===== src/verilog/prsm_map.svh =====
// prsm_map.svh: named constants of the pixel readout sequencer and its controller
// assumes: included by bare name from the package and both ends
`ifndef PRSM_MAP_SVH
`define PRSM_MAP_SVH

// readout clock
`define PRSM_CLK_NS        50
`define PRSM_PH_LAST       4'd9
`define PRSM_PH_ZERO       4'd0
`define PRSM_PH_HIGH       4'd5

// row layout: two marker slots then 64 pixels
`define PRSM_COL_MK1       7'd0
`define PRSM_COL_MK0       7'd1
`define PRSM_COL_PIX0      7'd2
`define PRSM_COL_LAST      7'd65
`define PRSM_ROW_FIRST     9'd319
`define PRSM_ROW_LAST      9'd0

// latency: divided rises from sync fall to the first marker slot
`define PRSM_LAT_EVEN      3'd6
`define PRSM_LAT_ODD       3'd5
`define PRSM_LAT_ONE       3'd1
`define PRSM_LAT_BASE      4'd6
`define PRSM_LAT_ADD_ONE   4'd1

// readout mode register
`define PRSM_MODE_TEST_BIT 0
`define PRSM_MODE_CONT_BIT 4
`define PRSM_MODE_RESET    8'h00

// converter select register
`define PRSM_SEL_RESET     20'h00000
`define PRSM_SEL_FBUF1     19
`define PRSM_SEL_FBUF0     18
`define PRSM_SEL_REG_HI    17
`define PRSM_SEL_REG_LO    12
`define PRSM_SEL_TEST1     7
`define PRSM_SEL_TEST0     6
`define PRSM_SEL_PAD0      0

// controller timing
`define PRSM_POR_NS        1000
`define PRSM_POR_CYC       ((`PRSM_POR_NS + `PRSM_CLK_NS - 1) / `PRSM_CLK_NS)
`define PRSM_SYNC_CYC      5'd20
`define PRSM_ZERO5         5'd0
`define PRSM_ONE5          5'd1

`endif


===== src/verilog/prsm_pkg.sv =====
// prsm_pkg.sv: types shared by both ends of the pixel readout link
// assumes: prsm_map.svh on the include path
`default_nettype none
`include "prsm_map.svh"

package prsm_pkg;

   typedef enum logic [1:0] {
      PRSM_IDLE = 2'b00,
      PRSM_INIT = 2'b01,
      PRSM_READ = 2'b10
   } prsm_state_t;

   typedef enum logic [1:0] {
      PRSM_C_POR  = 2'b00,
      PRSM_C_IDLE = 2'b01,
      PRSM_C_SYNC = 2'b10,
      PRSM_C_WAIT = 2'b11
   } prsm_cstate_t;

   typedef enum logic [2:0] {
      PRSM_SMP_NONE = 3'b000,
      PRSM_SMP_MK1  = 3'b001,
      PRSM_SMP_MK0  = 3'b010,
      PRSM_SMP_PIX  = 3'b011,
      PRSM_SMP_V1   = 3'b100,
      PRSM_SMP_V0   = 3'b101
   } prsm_sample_t;

endpackage

`default_nettype wire


===== src/verilog/prsm_if.sv =====
// prsm_if.sv: pins between the sensor sequencer and the acquisition controller
// assumes: both ends share clk_in; the bench instantiates and connects it
`default_nettype none

interface prsm_if;
   import prsm_pkg::*;

   logic         power_on_reset_n;
   logic         sync;
   logic         divided_readout_clock;
   logic         row_end_flag;
   logic         frame_end_flag;
   logic         pixel_sync;
   prsm_sample_t sample_out1;
   prsm_sample_t sample_out0;
   logic [5:0]   pixel_col;

   modport dev (
      input  power_on_reset_n,
      input  sync,
      output divided_readout_clock,
      output row_end_flag,
      output frame_end_flag,
      output pixel_sync,
      output sample_out1,
      output sample_out0,
      output pixel_col
   );

   modport ctrl (
      output power_on_reset_n,
      output sync,
      input  divided_readout_clock,
      input  row_end_flag,
      input  frame_end_flag,
      input  pixel_sync,
      input  sample_out1,
      input  sample_out0,
      input  pixel_col
   );
endinterface

`default_nettype wire


===== src/verilog/prsm_device.sv =====
// prsm_device.sv: readout sequencer and marker logic of the pixel sensor
// assumes: clk_in is the readout clock; sync arrives from the controller pin
//
// Overview of operation
// RULE1: row end flag during last pixel
// RULE2: frame end flag during last row
// RULE3: two marker slots open every row
// RULE4: frame mode marker on first frame pixel
// RULE5: marker after ((count+1) mod 2)+6 cycles; sequencer opens first marker slot after +5 rises
// RULE6: latency counts from first divided rise
// RULE7: controller predicts data start from count
// RULE8: continuous mode marker on first marker
// RULE9: test mode uses same initialisation
// RULE10: no end flags in test mode
// RULE11: test mode forces continuous marker
// RULE12: controller holds reset at least 1us
// RULE13: readout clock at most 50 MHz
// RULE14: sampled sync fall starts initialisation
// RULE15: select bits route converter input
// RULE16: mode bit 4 picks marker behaviour
// RULE17: divided clock is input over ten
// RULE18: frames repeat, sync fall resynchronises
// RULE19: software sets one select bit only
`default_nettype none
`include "prsm_map.svh"

module prsm_device
   import prsm_pkg::*;
(
   input  wire logic        clk_in,
   input  wire logic        rstn_in,
   input  wire logic        cfg_we_in,
   input  wire logic [7:0]  cfg_mode_in,
   input  wire logic [19:0] cfg_sel_in,
   output logic      [7:0]  mode_out,
   output logic      [19:0] sel_out,
   output logic      [4:0]  sel_src_out,
   output logic             sel_valid_out,
   output logic             busy_out,
   prsm_if.dev              link
);

   // either reset source clears the chip
   logic rst_n;
   assign rst_n = rstn_in & link.power_on_reset_n;

   // configuration registers
   logic [7:0]  readout_mode_reg_q;
   logic [7:0]  readout_mode_reg_d;
   logic [19:0] sel_q;
   logic [19:0] sel_d;
   logic [4:0]  src_q;
   logic [4:0]  src_d;
   logic        src_ok_q;
   logic        src_ok_d;

   always_comb begin
      readout_mode_reg_d = readout_mode_reg_q;
      sel_d              = sel_q;
      if (cfg_we_in) begin
         readout_mode_reg_d = cfg_mode_in;
         sel_d              = cfg_sel_in;
      end
      // highest set bit wins if software sets several (see RULE15)
      src_d    = 5'h00;
      src_ok_d = 1'b0;
      for (int i = 0; i < 20; i++) begin
         if (sel_d[i]) begin
            src_d    = 5'(i);
            src_ok_d = 1'b1;
         end
      end
   end

   always_ff @(posedge clk_in or negedge rst_n) begin
      if (!rst_n) begin
         readout_mode_reg_q <= `PRSM_MODE_RESET;
         sel_q              <= `PRSM_SEL_RESET;
         src_q              <= 5'h00;
         src_ok_q           <= 1'b0;
      end else begin
         readout_mode_reg_q <= readout_mode_reg_d;
         sel_q              <= sel_d;
         src_q              <= src_d;
         src_ok_q           <= src_ok_d;
      end
   end

   logic test_mode;
   logic cont_mode;
   assign test_mode = readout_mode_reg_q[`PRSM_MODE_TEST_BIT];
   // test mode has no frame-first option (see RULE11, RULE16)
   assign cont_mode = readout_mode_reg_q[`PRSM_MODE_CONT_BIT] | test_mode;

   // sync pin synchroniser; s1 feeds s2 only
   logic sync_s1_q;
   logic sync_s2_q;
   logic sync_s3_q;
   logic sync_fall;

   always_ff @(posedge clk_in or negedge rst_n) begin
      if (!rst_n) begin
         sync_s1_q <= 1'b0;
         sync_s2_q <= 1'b0;
         sync_s3_q <= 1'b0;
      end else begin
         sync_s1_q <= link.sync;
         sync_s2_q <= sync_s1_q;
         sync_s3_q <= sync_s2_q;
      end
   end

   assign sync_fall = sync_s3_q & ~sync_s2_q; // see RULE14

   // divided clock: ten input cycles, five high
   logic [3:0] ph_q;
   logic [3:0] ph_d;
   logic       div_rise;
   logic       divided_clock_phase_count_q;
   logic       divided_clock_phase_count_d;
   logic       div_clk_q;
   logic       div_clk_d;

   assign div_rise = (ph_q == `PRSM_PH_LAST);

   always_comb begin
      ph_d = div_rise ? `PRSM_PH_ZERO : ph_q + 4'd1; // see RULE17
      div_clk_d = (ph_d < `PRSM_PH_HIGH);
      divided_clock_phase_count_d = divided_clock_phase_count_q ^ div_rise;
   end

   always_ff @(posedge clk_in or negedge rst_n) begin
      if (!rst_n) begin
         ph_q                        <= `PRSM_PH_ZERO;
         div_clk_q                   <= 1'b1;
         divided_clock_phase_count_q <= 1'b0;
      end else begin
         ph_q                        <= ph_d;
         div_clk_q                   <= div_clk_d;
         divided_clock_phase_count_q <= divided_clock_phase_count_d;
      end
   end

   // readout sequencer
   prsm_state_t st_q;
   prsm_state_t st_d;
   logic        busy_q;
   logic        busy_d;
   logic [2:0]  lat_q;
   logic [2:0]  lat_d;
   logic [6:0]  col_q;
   logic [6:0]  col_d;
   logic [8:0]  row_q;
   logic [8:0]  row_d;
   logic [2:0]  lat_load;

   // odd count gives the shorter wait (see RULE5)
   assign lat_load = divided_clock_phase_count_q ? `PRSM_LAT_ODD : `PRSM_LAT_EVEN;

   always_comb begin
      st_d  = st_q;
      lat_d = lat_q;
      col_d = col_q;
      row_d = row_q;
      if (sync_fall) begin
         // restart from any state; the same path serves test mode (see RULE18, RULE9)
         st_d  = PRSM_INIT;
         // a rise at this very edge is the first one counted (see RULE6)
         lat_d = div_rise ? lat_load - `PRSM_LAT_ONE : lat_load;
      end else if (div_rise) begin
         unique case (st_q)
            PRSM_IDLE: begin
            end
            PRSM_INIT: begin
               if (lat_q == `PRSM_LAT_ONE) begin
                  st_d  = PRSM_READ;
                  col_d = `PRSM_COL_MK1; // see RULE3
                  row_d = `PRSM_ROW_FIRST;
               end else begin
                  lat_d = lat_q - `PRSM_LAT_ONE;
               end
            end
            PRSM_READ: begin
               if (col_q == `PRSM_COL_LAST) begin
                  col_d = `PRSM_COL_MK1; // see RULE3
                  // frames wrap forever (see RULE18)
                  row_d = (row_q == `PRSM_ROW_LAST) ? `PRSM_ROW_FIRST : row_q - 9'd1;
               end else begin
                  col_d = col_q + 7'd1;
               end
            end
            default: begin
               st_d = PRSM_IDLE;
            end
         endcase
      end
      // registered so the status pin comes straight from a flop
      busy_d = (st_d != PRSM_IDLE);
   end

   always_ff @(posedge clk_in or negedge rst_n) begin
      if (!rst_n) begin
         st_q  <= PRSM_IDLE;
         busy_q <= 1'b0;
         lat_q <= `PRSM_LAT_EVEN;
         col_q <= `PRSM_COL_MK1;
         row_q <= `PRSM_ROW_FIRST;
      end else begin
         st_q  <= st_d;
         busy_q <= busy_d;
         lat_q <= lat_d;
         col_q <= col_d;
         row_q <= row_d;
      end
   end

   // pin outputs, computed from next state so they line up with the counters
   logic         row_end_q;
   logic         row_end_d;
   logic         frame_end_q;
   logic         frame_end_d;
   logic         psync_q;
   logic         psync_d;
   prsm_sample_t smp1_q;
   prsm_sample_t smp1_d;
   prsm_sample_t smp0_q;
   prsm_sample_t smp0_d;
   logic [5:0]   pcol_q;
   logic [5:0]   pcol_d;
   logic         active;
   logic         first_pix;

   always_comb begin
      active    = (st_d == PRSM_READ);
      first_pix = (col_d == `PRSM_COL_PIX0) && (row_d == `PRSM_ROW_FIRST);
      // matrix addressing unused in test mode (see RULE10)
      row_end_d   = active & ~test_mode & (col_d == `PRSM_COL_LAST); // see RULE1
      frame_end_d = active & ~test_mode & (row_d == `PRSM_ROW_LAST); // see RULE2
      if (cont_mode) begin
         psync_d = active & (col_d == `PRSM_COL_MK1); // see RULE8
      end else begin
         psync_d = active & first_pix; // see RULE4, RULE5
      end
      pcol_d = 6'h00;
      smp1_d = PRSM_SMP_NONE;
      smp0_d = PRSM_SMP_NONE;
      if (active && test_mode) begin
         // two test levels alternate between the outputs
         smp1_d = col_d[0] ? PRSM_SMP_V0 : PRSM_SMP_V1;
         smp0_d = col_d[0] ? PRSM_SMP_V1 : PRSM_SMP_V0;
      end else if (active && col_d == `PRSM_COL_MK1) begin
         smp1_d = PRSM_SMP_MK1; // see RULE3
         smp0_d = PRSM_SMP_MK1;
      end else if (active && col_d == `PRSM_COL_MK0) begin
         smp1_d = PRSM_SMP_MK0; // see RULE3
         smp0_d = PRSM_SMP_MK0;
      end else if (active) begin
         smp1_d = PRSM_SMP_PIX;
         smp0_d = PRSM_SMP_PIX;
         // left column first: 63 down to 0
         pcol_d = 6'd63 - 6'(col_d - `PRSM_COL_PIX0);
      end
   end

   always_ff @(posedge clk_in or negedge rst_n) begin
      if (!rst_n) begin
         row_end_q   <= 1'b0;
         frame_end_q <= 1'b0;
         psync_q     <= 1'b0;
         smp1_q      <= PRSM_SMP_NONE;
         smp0_q      <= PRSM_SMP_NONE;
         pcol_q      <= 6'h00;
      end else begin
         row_end_q   <= row_end_d;
         frame_end_q <= frame_end_d;
         psync_q     <= psync_d;
         smp1_q      <= smp1_d;
         smp0_q      <= smp0_d;
         pcol_q      <= pcol_d;
      end
   end

   assign link.divided_readout_clock = div_clk_q;
   assign link.row_end_flag          = row_end_q;
   assign link.frame_end_flag        = frame_end_q;
   assign link.pixel_sync            = psync_q;
   assign link.sample_out1           = smp1_q;
   assign link.sample_out0           = smp0_q;
   assign link.pixel_col             = pcol_q;

   assign mode_out      = readout_mode_reg_q;
   assign sel_out       = sel_q;
   assign sel_src_out   = src_q;
   assign sel_valid_out = src_ok_q;
   assign busy_out      = busy_q;

endmodule

`default_nettype wire


===== src/flat_wrapper.sv =====
// flat-port wrapper written by rule: the top's interface ports become plain ports
module prsm_device_flat import prsm_pkg::*;
  (clk_in, rstn_in, cfg_we_in, cfg_mode_in, cfg_sel_in, mode_out, sel_out, sel_src_out, sel_valid_out, busy_out, link_power_on_reset_n, link_sync, link_divided_readout_clock, link_row_end_flag, link_frame_end_flag, link_pixel_sync, link_sample_out1, link_sample_out0, link_pixel_col);
  prsm_if link_i ();
  input  wire logic clk_in;
  input  wire logic rstn_in;
  input  wire logic cfg_we_in;
  input  wire logic [7:0] cfg_mode_in;
  input  wire logic [19:0] cfg_sel_in;
  output logic      [7:0] mode_out;
  output logic      [19:0] sel_out;
  output logic      [4:0] sel_src_out;
  output logic sel_valid_out;
  output logic busy_out;
  input wire logic [$bits(link_i.power_on_reset_n)-1:0] link_power_on_reset_n;
  input wire logic [$bits(link_i.sync)-1:0] link_sync;
  output wire logic [$bits(link_i.divided_readout_clock)-1:0] link_divided_readout_clock;
  output wire logic [$bits(link_i.row_end_flag)-1:0] link_row_end_flag;
  output wire logic [$bits(link_i.frame_end_flag)-1:0] link_frame_end_flag;
  output wire logic [$bits(link_i.pixel_sync)-1:0] link_pixel_sync;
  output wire logic [$bits(link_i.sample_out1)-1:0] link_sample_out1;
  output wire logic [$bits(link_i.sample_out0)-1:0] link_sample_out0;
  output wire logic [$bits(link_i.pixel_col)-1:0] link_pixel_col;
  assign link_i.power_on_reset_n = link_power_on_reset_n;
  assign link_i.sync = link_sync;
  assign link_divided_readout_clock = link_i.divided_readout_clock;
  assign link_row_end_flag = link_i.row_end_flag;
  assign link_frame_end_flag = link_i.frame_end_flag;
  assign link_pixel_sync = link_i.pixel_sync;
  assign link_sample_out1 = link_i.sample_out1;
  assign link_sample_out0 = link_i.sample_out0;
  assign link_pixel_col = link_i.pixel_col;
  prsm_device u_core (.clk_in(clk_in), .rstn_in(rstn_in), .cfg_we_in(cfg_we_in), .cfg_mode_in(cfg_mode_in), .cfg_sel_in(cfg_sel_in), .mode_out(mode_out), .sel_out(sel_out), .sel_src_out(sel_src_out), .sel_valid_out(sel_valid_out), .busy_out(busy_out), .link(link_i));
endmodule

===== config.mk =====
export PLATFORM = sky130hd
export DESIGN_NAME = prsm_device_flat
export DESIGN_NICKNAME = d
export VERILOG_FILES = /design/src/verilog/prsm_pkg.sv /design/src/verilog/prsm_if.sv /design/src/verilog/prsm_device.sv /design/src/flat_wrapper.sv
export VERILOG_INCLUDE_DIRS = /design/src /design/src/verilog
export SDC_FILE = /design/constraint.sdc
export NUM_CORES = 1
export LEC_CHECK = 0
export ABC_AREA = 1
export CAP_MARGIN = 20
export CORE_ASPECT_RATIO = 0.5
export CORE_MARGIN = 2
export CORE_UTILIZATION = 42
export DETAILED_ROUTE_END_ITERATION = 8
export DONT_BUFFER_PORTS = 1
export PLACE_DENSITY = 0.68
export SLEW_MARGIN = 5
export SYNTH_ARGS = -nofsm -noshare
export SYNTH_HDL_FRONTEND = slang
export SYNTH_SLANG_ARGS = --single-unit
export TNS_END_PERCENT = 10

===== constraint.sdc =====
create_clock -name clk_in -period 2.63 [get_ports clk_in]
set_input_delay 0.526 -clock clk_in [delete_from_list [all_inputs] [get_ports clk_in]]
set_output_delay 0.526 -clock clk_in [all_outputs]
set_load 0.005 [all_outputs]

==> flow_summary_export.csv <==
group,metric,value,unit
place,placed_cells,599,
power,power.static_leakage,2.17,nW
critical_path,crit_chain,"inv_1, ha_1, nand2_2, nand2_1, nand2_1, nor2_8, o21ai_0, inv_1, ha_1, nand2_1, nor2_1, xor2_1, nor2_1",
critical_path,cp-startpoint,"u_core.lat_q[1]",
finish,final_cell_mix,"nand2_1 (110), inv_1 (72), dfrtp_1 (68), nor2_1 (56), o21ai_0 (40)",
finish,drive_gt1_frac,0.142,
finish,final_cells,615,
floorplan,core_region_area,0.00932,mm2
place,place_congestion,0.877,
global_route,grt_pass1_vias,2976,
critical_path,slowest_stage,"dfstp_2",
synthesis,synth_warnings,0,
floorplan,ios,84,
finish,final_common_cell,"nand2_1",
status,status,"finished, final reports clean",
synthesis,ys_seq_area_frac,0.495,
critical_path,worst_r2r_startpoint,"u_core.lat_q[1]",
critical_path,cpPeakStageDelay,0.52,ns
critical_path,path_buf_inv,2,
floorplan,fp.dieW,141,um
clocking,cts_tree,"yes",
floorplan,num_rows,25,
clocking,clk_pin_slew,0.06,ns
floorplan,initial_core_util,0.426,
sta,fmax,422,MHz
drt,drcViolationCount,0,
clocking,clk_path_buf_depth,2,
synthesis,syn_inst,484,
critical_path,cp_common_cell,"nand2_1",
place,detailed_place_hpwl,6.03,mm
floorplan,dieArea,0.0103,mm2
sta,setup-tns-final,0,ns
synthesis,synth-seq-cells,78,
sta,drv_slew,0,
clocking,cts.sinks,78,
sta,holdWs,0.199,ns
clocking,clk_latency,0.33,ns
synthesis,synth_area,0.00397,mm2
critical_path,critical_path_class,"register to register",
flow_run,maxCapViolCount,0,
clocking,cts_hold_buffers,0,
drt,dr.pass1.iters,4,
global_route,grt_pass1_wl,14.0,mm
finish,syn2layout_area_growth,10.6,%
hold_path,hp-class,"primary input to async pin",
clocking,cts_setup_buffers,0,
drt,wl,8.28,mm
clocking,cts_resized,0,
critical_path,cp.depth,13,
sta,relSlewSlack,0.575,
sta,finClkSkew,0.00707,ns
critical_path,crit_arrival,2.57,ns
place,port_buffers,0,
global_route,track_usage,0.173,
drt,avgViaCountPerCell,4.92,
global_route,grt_start_max_net_pins,44,
synthesis,synthDistinctLibCells,37,
critical_path,cp_top_family,"simple AND/OR/NAND/NOR gates",
drt,ant_nets,0,
finish,antenna_cells,0,
global_route,globalRouteOverflowTotal,0,
sta,worstMarginPinSlew,0.637,ns
synthesis,avgSynthCellArea,8.20,um2
sta,fin_crit_sh,0.900,
critical_path,crit_required,2.83,ns
finish,fillers,898,
drt,vias,3028,
critical_path,crit_fanout,9,
critical_path,end_kind,"register",
sta,period_minus_slack,2.37,ns
floorplan,die_h,72.7,um
critical_path,r2r_cells,13,
drt,drt-initial-drc-count,305,
clocking,clockRootBuffer,"clkbuf_16",
global_route,antenna_found_initial,0,
synthesis,synthesis.nets,529,
sta,finalHoldViolations,0,
sta,rsz0062_at_grt,"no",
power,ir_drop,297,uV
finish,nets,534,
critical_path,cp-start-kind,"register",
drt,post_drt_wl_per_cell,13.5,um
power,power_density,637,mW/mm2
clocking,htreeDepth,3,
sta,setup_viol,0,
clocking,cts-buffers-inserted,9,
-- logic make-up after synthesis --
family / count (synthesis) / synth area share
and+or+nand+nor: 231 / 0.269
buffers and inverters: 87 / 0.0855
DFF: 78 / 0.495
AOI/OAI and AO/OA: 69 / 0.0971
adders and majority gates: 12 / 0.0378
xor gates and xnor gates: 7 / 0.0155
-- sequential cells by signal, indices dropped and copies added, names as in the netlist --
name and count:
u_core.link.sample_out1 2, u_core.ph_q 4, u_core.link.row_end_flag 1, u_core.mode_out 8, u_core.sel_valid_out 1, u_core.lat_q 3
u_core.divided_clock_phase_count_q 1, u_core.link.pixel_col 6, u_core.link.divided_readout_clock 1, u_core.sel_src_out 5, u_core.row_q 9, u_core.sel_out 20
u_core.busy_out 1, u_core.st_q 2, u_core.sync_s1_q 1, u_core.sync_s2_q 1, u_core.link.sample_out0 2, u_core.link.pixel_sync 1
u_core.sync_s3_q 1, u_core.col_q 7, u_core.link.frame_end_flag 1
-- synthesized netlist by cell type, drive strengths merged --
| library cell | number | area share |
|---|---|---|
| nand2 | 114 | 0.11 |
| inv | 78 | 0.074 |
| dfrtp | 68 | 0.43 |
| nor2 | 64 | 0.072 |
| o21ai | 49 | 0.063 |
| nand3 | 17 | 0.028 |
| or2 | 16 | 0.025 |
| ha | 12 | 0.038 |
| a21oi | 10 | 0.016 |
| dfstp | 10 | 0.066 |
| nand4 | 9 | 0.016 |
| buf | 6 | 0.0088 |
| xor2 | 6 | 0.013 |
| nor3 | 5 | 0.0063 |
| clkbuf | 3 | 0.0028 |
| nand3b | 3 | 0.0057 |
| o21a | 3 | 0.0057 |
| a31oi | 2 | 0.0032 |
| nor4 | 2 | 0.0032 |
| o211ai | 2 | 0.0038 |
| a22oi | 1 | 0.0019 |
| nor3b | 1 | 0.0032 |
| o22ai | 1 | 0.0016 |
| o31ai | 1 | 0.0019 |
| xnor2 | 1 | 0.0022 |
-- power breakdown --
group	leakage, nW	switching [mW]	total [mW]	internal, mW
Sequential	0.966	0.0607	1.35	1.28
Clock	0.133	0.508	1.16	0.648
Combinational	1.07	0.192	0.294	0.102
-- through the flow --
step,setup slack (ns),area (um2),utilization,power (mW)
2_1_floorplan,0.0861,3970,-,1.59
3_3_place_gp,0.336,4110,0.441,1.65
3_5_place_dp,0.290,4110,0.441,1.66
4_1_cts,0.246,4390,0.471,2.83
5_1_grt,0.00418,4390,0.471,2.95
6_report,0.262,4390,0.471,2.79
-- final cells by class --
type                            count  area [um2]  area share
Clock buffer                        9         225      0.0513
Sequential cell                    78        1960       0.448
Clock inverter                      7        55.1      0.0125
Timing Repair Buffer                3        35.0     0.00798
Multi-Input combinational cell    319        1660       0.379
Inverter                           78         294      0.0670
Tap cell                          121         151      0.0345
-- worst paths after layout --
| kind | end | slack, ns |
|---|---|---|
| max | u_core.link.pixel_col[5] | 0.26 |
| min | u_core.sel_out[0] | 0.20 |
| max reg2reg | u_core.link.pixel_col[5] | 0.26 |
| min reg2reg | u_core.sync_s2_q | 0.35 |
| max in group asynchronous | u_core.row_q[8] | 1.73 |
| min in group clk_in | u_core.sync_s1_q | 0.22 |
-- layer usage --
metal | GRT usage | wire length, um | vias to the layer above | share of wire
met5 | 0 | 0 | - | 0
met4 | 0.0456 | 104 | 0 | 0.013
met3 | 0.0696 | 545 | 14 | 0.066
met2 | 0.277 | 3850 | 84 | 0.46
met1 | 0.222 | 3780 | 1401 | 0.46
li1 | - | - | 1529 | -
Note: power is estimated with default switching activity, not from simulation.
